### src/core/cvr_consts.vh
`ifndef CVR_CONSTS_VH
`define CVR_CONSTS_VH

// ------------------------------------------------------------
// Register map
// ------------------------------------------------------------
`define CVR_CH3_COMPARE_OFS 8'h3C
`define CVR_CH4_COMPARE_OFS 8'h40
`define CVR_CTRL_OFS 8'h48
`define CVR_REPEAT_OFS 8'h4C
`define CVR_STATUS_OFS 8'h50

// ------------------------------------------------------------
// Field positions
// ------------------------------------------------------------
`define CVR_CTRL_CH3_PE 0
`define CVR_CTRL_CH4_PE 1
`define CVR_CTRL_CH3_IN 2
`define CVR_CTRL_CH4_IN 3
`define CVR_CTRL_CNT_EN 4
`define CVR_CTRL_W 5
`define CVR_REP_W 8
`define CVR_CNT_TOP 16'hFFFF

// ------------------------------------------------------------
// Reset values
// ------------------------------------------------------------
`define CVR_VALUE_RST 16'h0000
`define CVR_CTRL_RST 5'h00
`define CVR_REP_RST 8'h00
`define CVR_CNT_RST 16'h0000

`endif

### src/core/cvr_repeat_ctr.v
`include "cvr_consts.vh"

module cvr_repeat_ctr (
    input wire pclk,
    input wire presetn,
    input wire period_end,
    input wire [`CVR_REP_W-1:0] repeat_reload_value,
    output reg update_event,
    output reg [`CVR_REP_W-1:0] repeat_downcounter
);

    always @(posedge pclk or negedge presetn) begin
        if (!presetn) begin
            repeat_downcounter <= `CVR_REP_RST;
            update_event <= 1'b0;
        end else begin
            update_event <= 1'b0;
            if (period_end) begin
                if (repeat_downcounter == {`CVR_REP_W{1'b0}}) begin
                    update_event <= 1'b1;
                    // Reload only here, so new repeat values wait until the downcounter has run out at a period end
                    repeat_downcounter <= repeat_reload_value;
                end else begin
                    repeat_downcounter <= repeat_downcounter - 8'h01;
                end
            end
        end
    end

endmodule

### src/core/cvr_compare_regs.v
`include "cvr_consts.vh"

module cvr_compare_regs (
    input wire pclk,
    input wire presetn,
    input wire psel,
    input wire penable,
    input wire pwrite,
    input wire [7:0] paddr,
    input wire [31:0] pwdata,
    input wire [3:0] pstrb,
    output wire [31:0] prdata,
    output wire pready,
    output wire pslverr,
    input wire ch3_input_capture,
    input wire ch4_input_capture,
    output reg ch3_compare_output,
    output reg ch4_compare_output,
    output reg [15:0] timer_counter_value,
    output wire update_event
);

    // ------------------------------------------------------------
    // Bus decode
    // ------------------------------------------------------------
    wire wr_en = psel && penable && pwrite;
    wire hit3 = (paddr == `CVR_CH3_COMPARE_OFS);
    wire hit4 = (paddr == `CVR_CH4_COMPARE_OFS);
    wire hitc = (paddr == `CVR_CTRL_OFS);
    wire hitr = (paddr == `CVR_REPEAT_OFS);
    wire hits = (paddr == `CVR_STATUS_OFS);
    wire mapped = hit3 | hit4 | hitc | hitr | hits;

    reg [15:0] ch3_compare_value_r;
    reg [15:0] ch4_compare_value_r;
    reg [15:0] ch3_active_r;
    reg [15:0] ch4_active_r;
    reg [`CVR_CTRL_W-1:0] ctrl_r;
    reg [`CVR_REP_W-1:0] repeat_reload_value_r;
    reg [31:0] rdata_r;
    wire [`CVR_REP_W-1:0] repeat_downcounter;

    // Byte-lane merge of low halfword; upper lanes are reserved
    function [15:0] merge16;
        input [15:0] old;
        input [31:0] wd;
        input [3:0] st;
        begin
            merge16 = {st[1] ? wd[15:8] : old[15:8], st[0] ? wd[7:0] : old[7:0]};
        end
    endfunction

    // Compare result is forced low in input mode
    function cmp_high;
        input in_mode;
        input [15:0] cnt;
        input [15:0] act;
        begin
            cmp_high = !in_mode && (cnt < act);
        end
    endfunction

    wire ch3_pe = ctrl_r[`CVR_CTRL_CH3_PE];
    wire ch4_pe = ctrl_r[`CVR_CTRL_CH4_PE];
    wire ch3_in = ctrl_r[`CVR_CTRL_CH3_IN];
    wire ch4_in = ctrl_r[`CVR_CTRL_CH4_IN];

    assign pready = 1'b1;
    assign pslverr = psel && penable && !mapped;
    assign prdata = rdata_r;

    // ------------------------------------------------------------
    // Capture pin synchronisers and edge detect
    // ------------------------------------------------------------
    reg [1:0] cap3_s;
    reg [1:0] cap4_s;
    reg cap3_d;
    reg cap4_d;
    always @(posedge pclk or negedge presetn) begin
        if (!presetn) begin
            cap3_s <= 2'h0;
            cap4_s <= 2'h0;
            cap3_d <= 1'b0;
            cap4_d <= 1'b0;
        end else begin
            cap3_s <= {cap3_s[0], ch3_input_capture};
            cap4_s <= {cap4_s[0], ch4_input_capture};
            cap3_d <= cap3_s[1];
            cap4_d <= cap4_s[1];
        end
    end
    wire cap3_evt = cap3_s[1] && !cap3_d;
    wire cap4_evt = cap4_s[1] && !cap4_d;

    // ------------------------------------------------------------
    // Free-running up counter; wrap marks a period end
    // ------------------------------------------------------------
    // Top value only: no auto-reload register in this block
    wire period_end = ctrl_r[`CVR_CTRL_CNT_EN] && (timer_counter_value == `CVR_CNT_TOP);
    always @(posedge pclk or negedge presetn) begin
        if (!presetn)
            timer_counter_value <= `CVR_CNT_RST;
        else if (ctrl_r[`CVR_CTRL_CNT_EN])
            timer_counter_value <= timer_counter_value + 16'h0001;
    end

    cvr_repeat_ctr u_rep (
        .pclk(pclk),
        .presetn(presetn),
        .period_end(period_end),
        .repeat_reload_value(repeat_reload_value_r),
        .update_event(update_event),
        .repeat_downcounter(repeat_downcounter)
    );

    // ------------------------------------------------------------
    // Control and repeat registers
    // ------------------------------------------------------------
    always @(posedge pclk or negedge presetn) begin
        if (!presetn) begin
            ctrl_r <= `CVR_CTRL_RST;
            repeat_reload_value_r <= `CVR_REP_RST;
        end else begin
            if (wr_en && hitc && pstrb[0])
                ctrl_r <= pwdata[`CVR_CTRL_W-1:0];
            if (wr_en && hitr && pstrb[0])
                repeat_reload_value_r <= pwdata[`CVR_REP_W-1:0];
        end
    end

    // ------------------------------------------------------------
    // Channel three value and active register
    // ------------------------------------------------------------
    // clear at reset
    always @(posedge pclk or negedge presetn) begin
        if (!presetn) begin
            ch3_compare_value_r <= `CVR_VALUE_RST;
            ch3_active_r <= `CVR_VALUE_RST;
        end else if (ch3_in) begin
            // Software writes dropped so a capture is not overwritten
            // latch counter on capture
            if (cap3_evt)
                ch3_compare_value_r <= timer_counter_value;
        end else begin
            if (wr_en && hit3)
                ch3_compare_value_r <= merge16(ch3_compare_value_r, pwdata, pstrb);
            if (!ch3_pe) begin
                // Same edge as the write, so the compare never sees a stale value
                if (wr_en && hit3)
                    ch3_active_r <= merge16(ch3_compare_value_r, pwdata, pstrb);
                else
                    ch3_active_r <= ch3_compare_value_r;
            end else if (update_event) begin
                ch3_active_r <= ch3_compare_value_r;
            end
        end
    end

    // ------------------------------------------------------------
    // Channel four value and active register
    // ------------------------------------------------------------
    // clear at reset
    always @(posedge pclk or negedge presetn) begin
        if (!presetn) begin
            ch4_compare_value_r <= `CVR_VALUE_RST;
            ch4_active_r <= `CVR_VALUE_RST;
        end else if (ch4_in) begin
            // Software writes dropped so a capture is not overwritten
            // latch counter on capture
            if (cap4_evt)
                ch4_compare_value_r <= timer_counter_value;
        end else begin
            if (wr_en && hit4)
                ch4_compare_value_r <= merge16(ch4_compare_value_r, pwdata, pstrb);
            if (!ch4_pe) begin
                // Same edge as the write, so the compare never sees a stale value
                if (wr_en && hit4)
                    ch4_active_r <= merge16(ch4_compare_value_r, pwdata, pstrb);
                else
                    ch4_active_r <= ch4_compare_value_r;
            end else if (update_event) begin
                ch4_active_r <= ch4_compare_value_r;
            end
        end
    end

    // ------------------------------------------------------------
    // Compare outputs: high while counter below active value
    // ------------------------------------------------------------
    always @(posedge pclk or negedge presetn) begin
        if (!presetn) begin
            ch3_compare_output <= 1'b0;
            ch4_compare_output <= 1'b0;
        end else begin
            ch3_compare_output <= cmp_high(ch3_in, timer_counter_value, ch3_active_r);
            ch4_compare_output <= cmp_high(ch4_in, timer_counter_value, ch4_active_r);
        end
    end

    // ------------------------------------------------------------
    // Read data, registered in setup phase
    // ------------------------------------------------------------
    always @(posedge pclk or negedge presetn) begin
        if (!presetn) begin
            rdata_r <= 32'h00000000;
        end else if (psel && !penable) begin
            // Flop output lets pready stay tied high
            // reserved bits zero
            if (hit3)
                rdata_r <= {16'h0000, ch3_compare_value_r};
            else if (hit4)
                rdata_r <= {16'h0000, ch4_compare_value_r};
            else if (hitc)
                rdata_r <= {27'h0000000, ctrl_r};
            else if (hitr)
                rdata_r <= {24'h000000, repeat_reload_value_r};
            else if (hits)
                rdata_r <= {8'h00, repeat_downcounter, timer_counter_value};
            else
                rdata_r <= 32'h00000000;
        end
    end

endmodule

### config.mk
export PLATFORM = sky130hd
export DESIGN_NAME = cvr_compare_regs
export DESIGN_NICKNAME = d
export VERILOG_FILES = /design/src/core/cvr_repeat_ctr.v /design/src/core/cvr_compare_regs.v
export VERILOG_INCLUDE_DIRS = /design/src /design/src/core
export SDC_FILE = /design/constraint.sdc
export NUM_CORES = 1
export LEC_CHECK = 0
export ABC_AREA = 0
export BUFFER_PORTS_ARGS = -buffer_cell sky130_fd_sc_hd__buf_2
export CAP_MARGIN = 5
export CORE_MARGIN = 3
export CORE_UTILIZATION = 40
export DETAILED_ROUTE_END_ITERATION = 8
export PLACE_DENSITY = 0.56
export SKIP_LAST_GASP = 1
export SYNTH_ARGS = -nofsm -noshare
export SYNTH_HDL_FRONTEND = slang
export SYNTH_SLANG_ARGS = --single-unit
export TNS_END_PERCENT = 50
### constraint.sdc
create_clock -name pclk -period 5.3 [get_ports pclk]
set_clock_uncertainty 0.15 [all_clocks]
set_input_delay 1.59 -clock pclk [delete_from_list [all_inputs] [get_ports pclk]]
set_output_delay 1.59 -clock pclk [all_outputs]
set_load 0.02 [all_outputs]
======== Word level (Yosys, flattened, before mapping) ========
Index checks and enable logic that the tools add are counted.
word-level totals
  register bits ........................... 142
  output and inout bits ................... 53
operators by class
  mux-type cells .......................... 22
  bitwise logic cells ..................... 6
  eq/ne operators ......................... 10
  order comparisons ....................... 2
  add/subtract/negate cells ............... 2
  reductions and logical operators ........ 24
operator list
  cell                                                                     count
  16-bit 2-to-1 mux                                                        10
  24-bit 2-to-1 mux                                                        3
  32-bit 2-to-1 mux                                                        2
  8-bit 2-to-1 mux                                                         5
  8-bit by 7-bit == test with 1-bit output, second input constant          4
  16-bit < comparator                                                      2
  16-bit by 1-bit adder with 16-bit output, second input constant          1
  16-bit == test, second input constant                                    1
  1-bit logical AND                                                        15
  8-bit by 6-bit == test with 1-bit output, second input constant          1
  8-bit logical NOT                                                        1
  2-bit by 1-bit inequality test with 1-bit output, second input constant  4
  8-bit by 1-bit subtractor with 8-bit output, second input constant       1
  1-bit logical NOT                                                        6
  1-bit OR                                                                 4
  2-bit AND reduction                                                      2
  1-bit 2-to-1 mux                                                         2
  1-bit NOT                                                                2

======== Logic depth before layout (Yosys ltp) ========
Gate-level depths: netlist of run 1.
  depth in word-level cells ............... 7
  mapped depth ............................ 9

======== Modules after synthesis ========
Synthesis of run 1 repeated with hierarchy kept, for this count alone.
unflattened totals
  cell total of the unflattened synthesis .. 770
  area total of the unflattened synthesis .. 7427.1 um^2
by module, submodules not included
  module            cells each  area an instance (um^2)  sequential area each (um^2)  instances
  cvr_compare_regs  707         6850.3                   3128.0                       1
  cvr_repeat_ctr    63          576.8                    225.2                        1

======== Least setup slack after synthesis of run 1 ========
OpenSTA, ideal clock, no wires.
  kind .................................... in2out
  from .................................... input port paddr[3]
  to ...................................... output port pslverr
  stages .................................. 6
  path slack .............................. 922 ps
  path buffers ............................ 2
  arrival ................................. 2638 ps
  data required time ...................... 3560 ps
  cell sequence ........................... and4b_1 > buf_2 > clkbuf_1 > o21ai_0 > nand3_1 > nor2_1
on the way
  cells in the longest elaborated chain, start to end .. 7
  elaborated cells between the ends (all ways) .. 11
  those cells by class .................... 5 x eq/ne; 4 x bitwise; 2 x reduce/logical
RTL lines
  element                                                                                                                RTL line               RTL
  start, declared                                                                                                        cvr_compare_regs.v:9   input wire [7:0] paddr,
  8-bit by 6-bit == test with 1-bit output (no line) / 8-bit by 7-bit == test with 1-bit output (equally long branches)  -
  1-bit OR (3 in a row)                                                                                                  cvr_compare_regs.v:32  wire mapped = hit3 | hit4 | hitc | hitr | hits;
  1-bit OR (*)                                                                                                           cvr_compare_regs.v:32
  1-bit logical NOT (*)                                                                                                  cvr_compare_regs.v:69  assign pslverr = psel && penable && !mapped;
  1-bit logical AND (*)                                                                                                  cvr_compare_regs.v:69
  end, declared                                                                                                          cvr_compare_regs.v:14  output wire pslverr,
Mark *: on every way between the ends. The rest lies on a longest branch, timed or not.

======== Worst setup path in the final report of run 1 ========
  from .................................... input port paddr[2]
  to ...................................... output port pslverr
Same word-level chain as after synthesis.

==> results of run 1 <==
-- worst paths after layout --
| check | endpoint | start | slack (ns) | cells after the start |
|---|---|---|---|---|
| max in group asynchronous | ch3_active_r[11] | presetn | 2.93 | 2 |
| worst max register to register | u_rep.repeat_downcounter[6] | timer_counter_value[0] | 2.29 | 6 |
| min in group asynchronous | ch4_compare_value_r[0] | presetn | 1.18 | 1 |
| worst min register to register | cap4_s[1] | cap4_s[0] | 0.20 | 0 |
| worst max-delay path | pslverr | paddr[2] | 0.76 | 6 |
| worst min-delay path | cap4_s[1] | cap4_s[0] | 0.20 | 0 |
-- cells by family after synthesis --
logic type	after synthesis	share of synthesized area, %
buf+inv	85	5.10
other cells	2	0.103
mux	84	12.0
fa+ha+maj	33	5.64
simple gates	219	15.3
flops	134	45.8
compound gates	173	14.3
xor+xnor	15	1.80
-- through the flow --
stage	area (um^2)	util, %
after floorplan	7340	-
after global placement	7860	44.7
after detailed placement	7860	44.7
after CTS	8490	48.3
after global routing	8490	48.3
final	8490	48.3
-- sequential cells by signal, summed over array words and instances, names as in the netlist --
name and count:
cap3_d 1, cap3_s 2, cap4_d 1, cap4_s 2
ch3_active_r 16, ch3_compare_output 1, ch3_compare_value_r 16, ch4_active_r 16
ch4_compare_output 1, ch4_compare_value_r 16, ctrl_r 5, prdata 24
repeat_reload_value_r 8, timer_counter_value 16, u_rep.repeat_downcounter 8, u_rep.update_event 1
-- final cells by class --
class                      instances  area [um^2]  share of cell area [%]
tap                              225          282                    3.31
clock buffer                      20          457                    5.38
timing repair buffer              85          454                    5.35
inverter                          40          150                    1.77
sequential                       134         3350                    39.5
clock inverter                    12          175                    2.06
multi-input combinational        533         3620                    42.7
-- per-layer routing --
layer / part of all wire [%] / vias up / global-route usage [%]
met1: 43 / 2888 / 26.0
met4: 1.9 / 0 / 5.81
met2: 50 / 177 / 33.9
li1: - / 2759 / -
met3: 5.5 / 27 / 5.05
met5: 0 / - / 0
-- worst max-delay path, stage by stage --
cell     delay [ns]
buf_2          0.19
and4b_1        0.25
o21ai_0        0.36
nand3_1        0.12
nor2_1         0.11
buf_2          0.17
-- cell usage in the layout, fill, tap and decap left out, types with 4 or more instances in the layout --
| cell type | n |
|---|---|
| dfrtp_1 | 134 |
| nor2_1 | 110 |
| a21oi_1 | 80 |
| buf_2 | 75 |
| mux2i_1 | 54 |
| inv_1 | 40 |
| nand2_1 | 40 |
| ha_1 | 33 |
| mux2_2 | 26 |
| o21ai_0 | 23 |
| clkbuf_16 | 17 |
| o22ai_1 | 16 |
| a22oi_1 | 16 |
| nand4_1 | 15 |
| xnor2_1 | 11 |
| conb_1 | 9 |
| buf_4 | 9 |
| a22o_1 | 8 |
| nand3_1 | 7 |
| nor2b_1 | 7 |
| nor3_1 | 7 |
| o22a_1 | 6 |
| o21ai_1 | 5 |
| xor2_1 | 4 |
| mux2_1 | 4 |
| bufinv_16 | 4 |
-- power breakdown --
group | switching [mW] | total [mW] | leakage (nW) | internal, mW
Sequential | 0.0556 | 1.15 | 1.74 | 1.09
Combinational | 0.163 | 0.272 | 2.02 | 0.109
Clock | 0.458 | 1.27 | 0.302 | 0.812
==> flow_summary.yaml, run 1 <==
clocking:
  htree_num_levels: 4
  path_clk_slew_ns: 0.05
  cts_root_buf: "clkbuf_16"
  clk_latency_ns: 0.42
  cts_setup_buffers: 0
  cts_tree: "done"
  clock_sinks: 134
  cts_buffers: 17
  cts_hold_buf: 0
  cts_resized: 0
  clock_path_buffers: 2
synthesis:
  seq_area_frac_synth_pct: 45.8
  postSynth.asyncResetShare_pct: 100
  yosys-top-cells-area: "dfrtp_1 (46%), mux2i_1 (7.4%), ha_1 (5.6%)"
  yosys_warnings: 0
  ys_seq_elements: 134
  synth_ff_type: "dfrtp_1"
  synth.cell_area_um2: 7320
  synth_enable_flop_cells: 0
  yosysUniqueCellTypes: 58
  syn-mean-instance-area_um2: 9.82
  synth_common_cells: "dfrtp_1 (134), nor2_1 (110), a21oi_1 (82)"
  syn_inst: 745
  synth_top_area_share_pct: 45.8
  synth_most_common_cell: "dfrtp_1"
  yosysTopAreaCell: "dfrtp_1"
setup_path:
  crit_type: "in2out"
  worstPathMaxFanout: 12
  crit_required_ns: 3.56
  arrival_ns: 2.80
  start_kind: "primary input"
  endpoint_kind: "output pin"
floorplanning:
  row_count: 48
  die_y_um: 141
  num_io_pins: 104
  start_util_pct: 41.6
  coreArea_um2: 17600
  die_area_um2: 19900
  fp.dieW_um: 141
placement:
  dp_hpwl_um: 14200
  dp.cells: 1017
  place_congestion: 0.876
  port_buffers: 76
  pre_cts_ws_ns: 0.755
sta:
  min_period_over_period_pct: 85.6
  worst-slew-pin-transition_ns: 1.25
  rsz0062_at_grt: "false"
  fin_setup_tns_ns: 0
  setup_ws_ns: 0.763
  finalSetupViolCount: 0
  fin_crit_ns: 4.54
  maxSlewHeadroom_pct: 16.4
  finalMaxSlewViolations: 0
  finalHoldWorstSlack_ns: 0.196
  hold_viol_final: 0
  max_freq_ghz: 0.220
finish:
  fill_cells: 1675
  area_growth_pct: 16.1
  diodes: 0
  fin_nets: 895
  final_cells: 1049
  layout-drive-gt1-share_pct: 19.8
route:
  vias: 5851
  via_per_inst: 5.58
  first_iter_violations: 406
  drt-pass1-iter-count: 5
  drt-total-wl_um: 19400
  wire_per_inst_um: 18.5
  drc_errors: 0
  ant_nets: 0
run:
  drv_cap: 0
grt:
  grt_max_degree: 119
  grt_pass1_vias: 5846
  grt-ovfl-total: 0
  grt_usage_pct: 20.3
  antenna_found_initial: 0
  grt_pass1_wl_um: 31600
power_and_ir_drop:
  powerDensity_nw_per_um2: 317
  total_power_mw: 2.69
  leakage_nw: 4.06
  peakVddDrop_uv: 223
status:
  status: "finished clean"
min_path:
  hold_class: "reg2reg"
No activity file was read; power rests on OpenSTA's default activity.
==> run 2, diff against run 1 <==
Settings changed: CORE_UTILIZATION 40 to 62, GPL_TIMING_DRIVEN set to 0, PLACE_DENSITY 0.56 to 0.82.
==> run 2 against run 1 <==
Effect of this change: combinational power rose by 7.4%; count of clock-buffer cells in the layout rose by 2; final area rose by 0.29%; global-route usage rose by 12 points; cell count fell by 4.4%; clock power fell by 8%; critical path depth rose by 1; setup slack got worse by 0.48 ns; critical path type unchanged; critical endpoint unchanged.
==> flow_summary.yaml, run 2 (same netlist as run 1, synthesis figures left out) <==
route:
  ant_nets: 0
  drt-total-wl_um: 20200
  drt-pass1-iter-count: 5
  drc_errors: 0
  vias: 6182
  first_iter_violations: 560
  wire_per_inst_um: 20.2
  via_per_inst: 6.16
finish:
  layout-drive-gt1-share_pct: 20.0
  mostFrequentLayoutCell: "dfrtp_1"
  fin_nets: 932
  diodes: 0
  final_cell_mix: "dfrtp_1 (134), nor2_1 (110), buf_2 (84), a21oi_1 (82), mux2i_1 (54)"
  area_growth_pct: 16.5
  largest_reg_flops: 24
clocking:
  clock_path_buffers: 2
  cts_root_buf: "clkbuf_16"
  path_clk_slew_ns: 0.05
  clk_latency_ns: 0.42
  clock_sinks: 134
  cts_resized: 0
  cts_tree: "done"
  cts_buffers: 17
  cts_setup_buffers: 0
  htree_num_levels: 4
  cts_hold_buf: 0
setup_path:
  start_kind: "primary input"
  r2r_cells: 6
  arrival_ns: 3.27
  crit_required_ns: 3.56
  r2r_setup_slack_ns: 2.26
  crit_type: "in2out"
  crit_start: "paddr[3]"
  endpoint_kind: "output pin"
  crit_end: "pslverr"
  worstPathMaxFanout: 10
  r2r_end: "u_rep.repeat_downcounter[6]"
  rr_startpoint: "timer_counter_value[1]"
placement:
  pre_cts_ws_ns: 0.295
  place_congestion: 0.999
  port_buffers: 76
  dp_hpwl_um: 14300
sta:
  rsz0062_at_grt: "false"
  finalMaxSlewViolations: 0
  setup_ws_ns: 0.286
  maxSlewHeadroom_pct: 47.9
  hold_viol_final: 0
  finalSetupViolCount: 0
  worst-slew-pin-transition_ns: 0.776
  fin_setup_tns_ns: 0
  max_freq_ghz: 0.199
  fin_crit_ns: 5.01
  min_period_over_period_pct: 94.6
grt:
  met2_usage_pct: 52.3
  gr-usage-met1_pct: 40.3
  grt_usage_pct: 31.9
  top_usage_layer: "met2"
  antenna_found_initial: 0
  grtUsageMet3_pct: 7.61
  grt_pass1_vias: 6186
  grt-ovfl-total: 0
  grt_max_degree: 105
  grt_pass1_wl_um: 32000
floorplanning:
  fp.dieW_um: 115
  die_area_um2: 13100
  coreArea_um2: 11500
  die_y_um: 115
  start_util_pct: 63.8
  row_count: 39
  num_io_pins: 104
power_and_ir_drop:
  peakVddDrop_uv: 347
  powerDensity_nw_per_um2: 307
  leakage_nw: 4.14
min_path:
  hold_class: "reg2reg"
status:
  status: "finished clean"
run:
  drv_cap: 0
==> run 2: cell types whose count changed in the layout (fill, tap and decap cells not counted), sizes merged <==
cell	previous run	this run
buf	85	99
clkbuf	20	45
clkinvlp	3	2
bufinv	4	2
inv	41	40
clkinv	4	5
==> run 2: layout make-up <==
class,count,area [um^2]
fillers,842,2950
clock buffers,22,484
clock inverters,9,100
flip-flops and latches,134,3350
repair buffers,77,414
well taps,143,179
plain buffers,45,223
multi-input cells,533,3620
inverters,40,150
==> run 2: where the power goes <==
group          total [mW]  internal [mW]  switching, mW
combinational       0.292          0.117          0.175
clock                1.17          0.734          0.438
sequential           1.15           1.09         0.0549
total                2.61           1.94          0.668
==> run 2: how the worst min path moves through the flow <==
| stage | from | depth (start not counted) | end |
|---|---|---|---|
| 3_3_place_gp | cap4_s[0] | 0 | cap4_s[1] |
| 6_report | cap4_s[0] | 0 | cap4_s[1] |
| 4_1_cts | cap4_s[0] | 0 | cap4_s[1] |
| 5_1_grt | cap4_s[0] | 0 | cap4_s[1] |
| 2_1_floorplan | cap3_s[0] | 0 | cap3_s[1] |
| 3_5_place_dp | cap4_s[0] | 0 | cap4_s[1] |
==> run 2: per-stage QoR <==
stage	utilization [%]	cells	hold WS, ns	total power [mW]	instance area (um^2)
6_report	74.3	1003	0.198	2.61	8520
5_1_grt	74.3	1003	0.215	2.70	8520
4_1_cts	74.3	1003	0.200	2.61	8520
3_5_place_dp	69.2	972	0.188	1.45	7940
3_3_place_gp	68.9	971	0.188	1.43	7900
2_1_floorplan	-	752	0.181	1.33	7340
==> run 2: worst max-delay path, stage by stage <==
cell and delay [ns]:
buf_2 0.14, nor4b_2 0.53, clkbuf_1 0.53, o21ai_0 0.16
nand3_1 0.12, nor2_1 0.04, buf_2 0.16
==> run 2: metal layers <==
layer	vias up	wire length [um]
met5	-	0
met4	0	796
met3	65	1290
met2	262	10100
met1	3026	8070
li1	2829	-
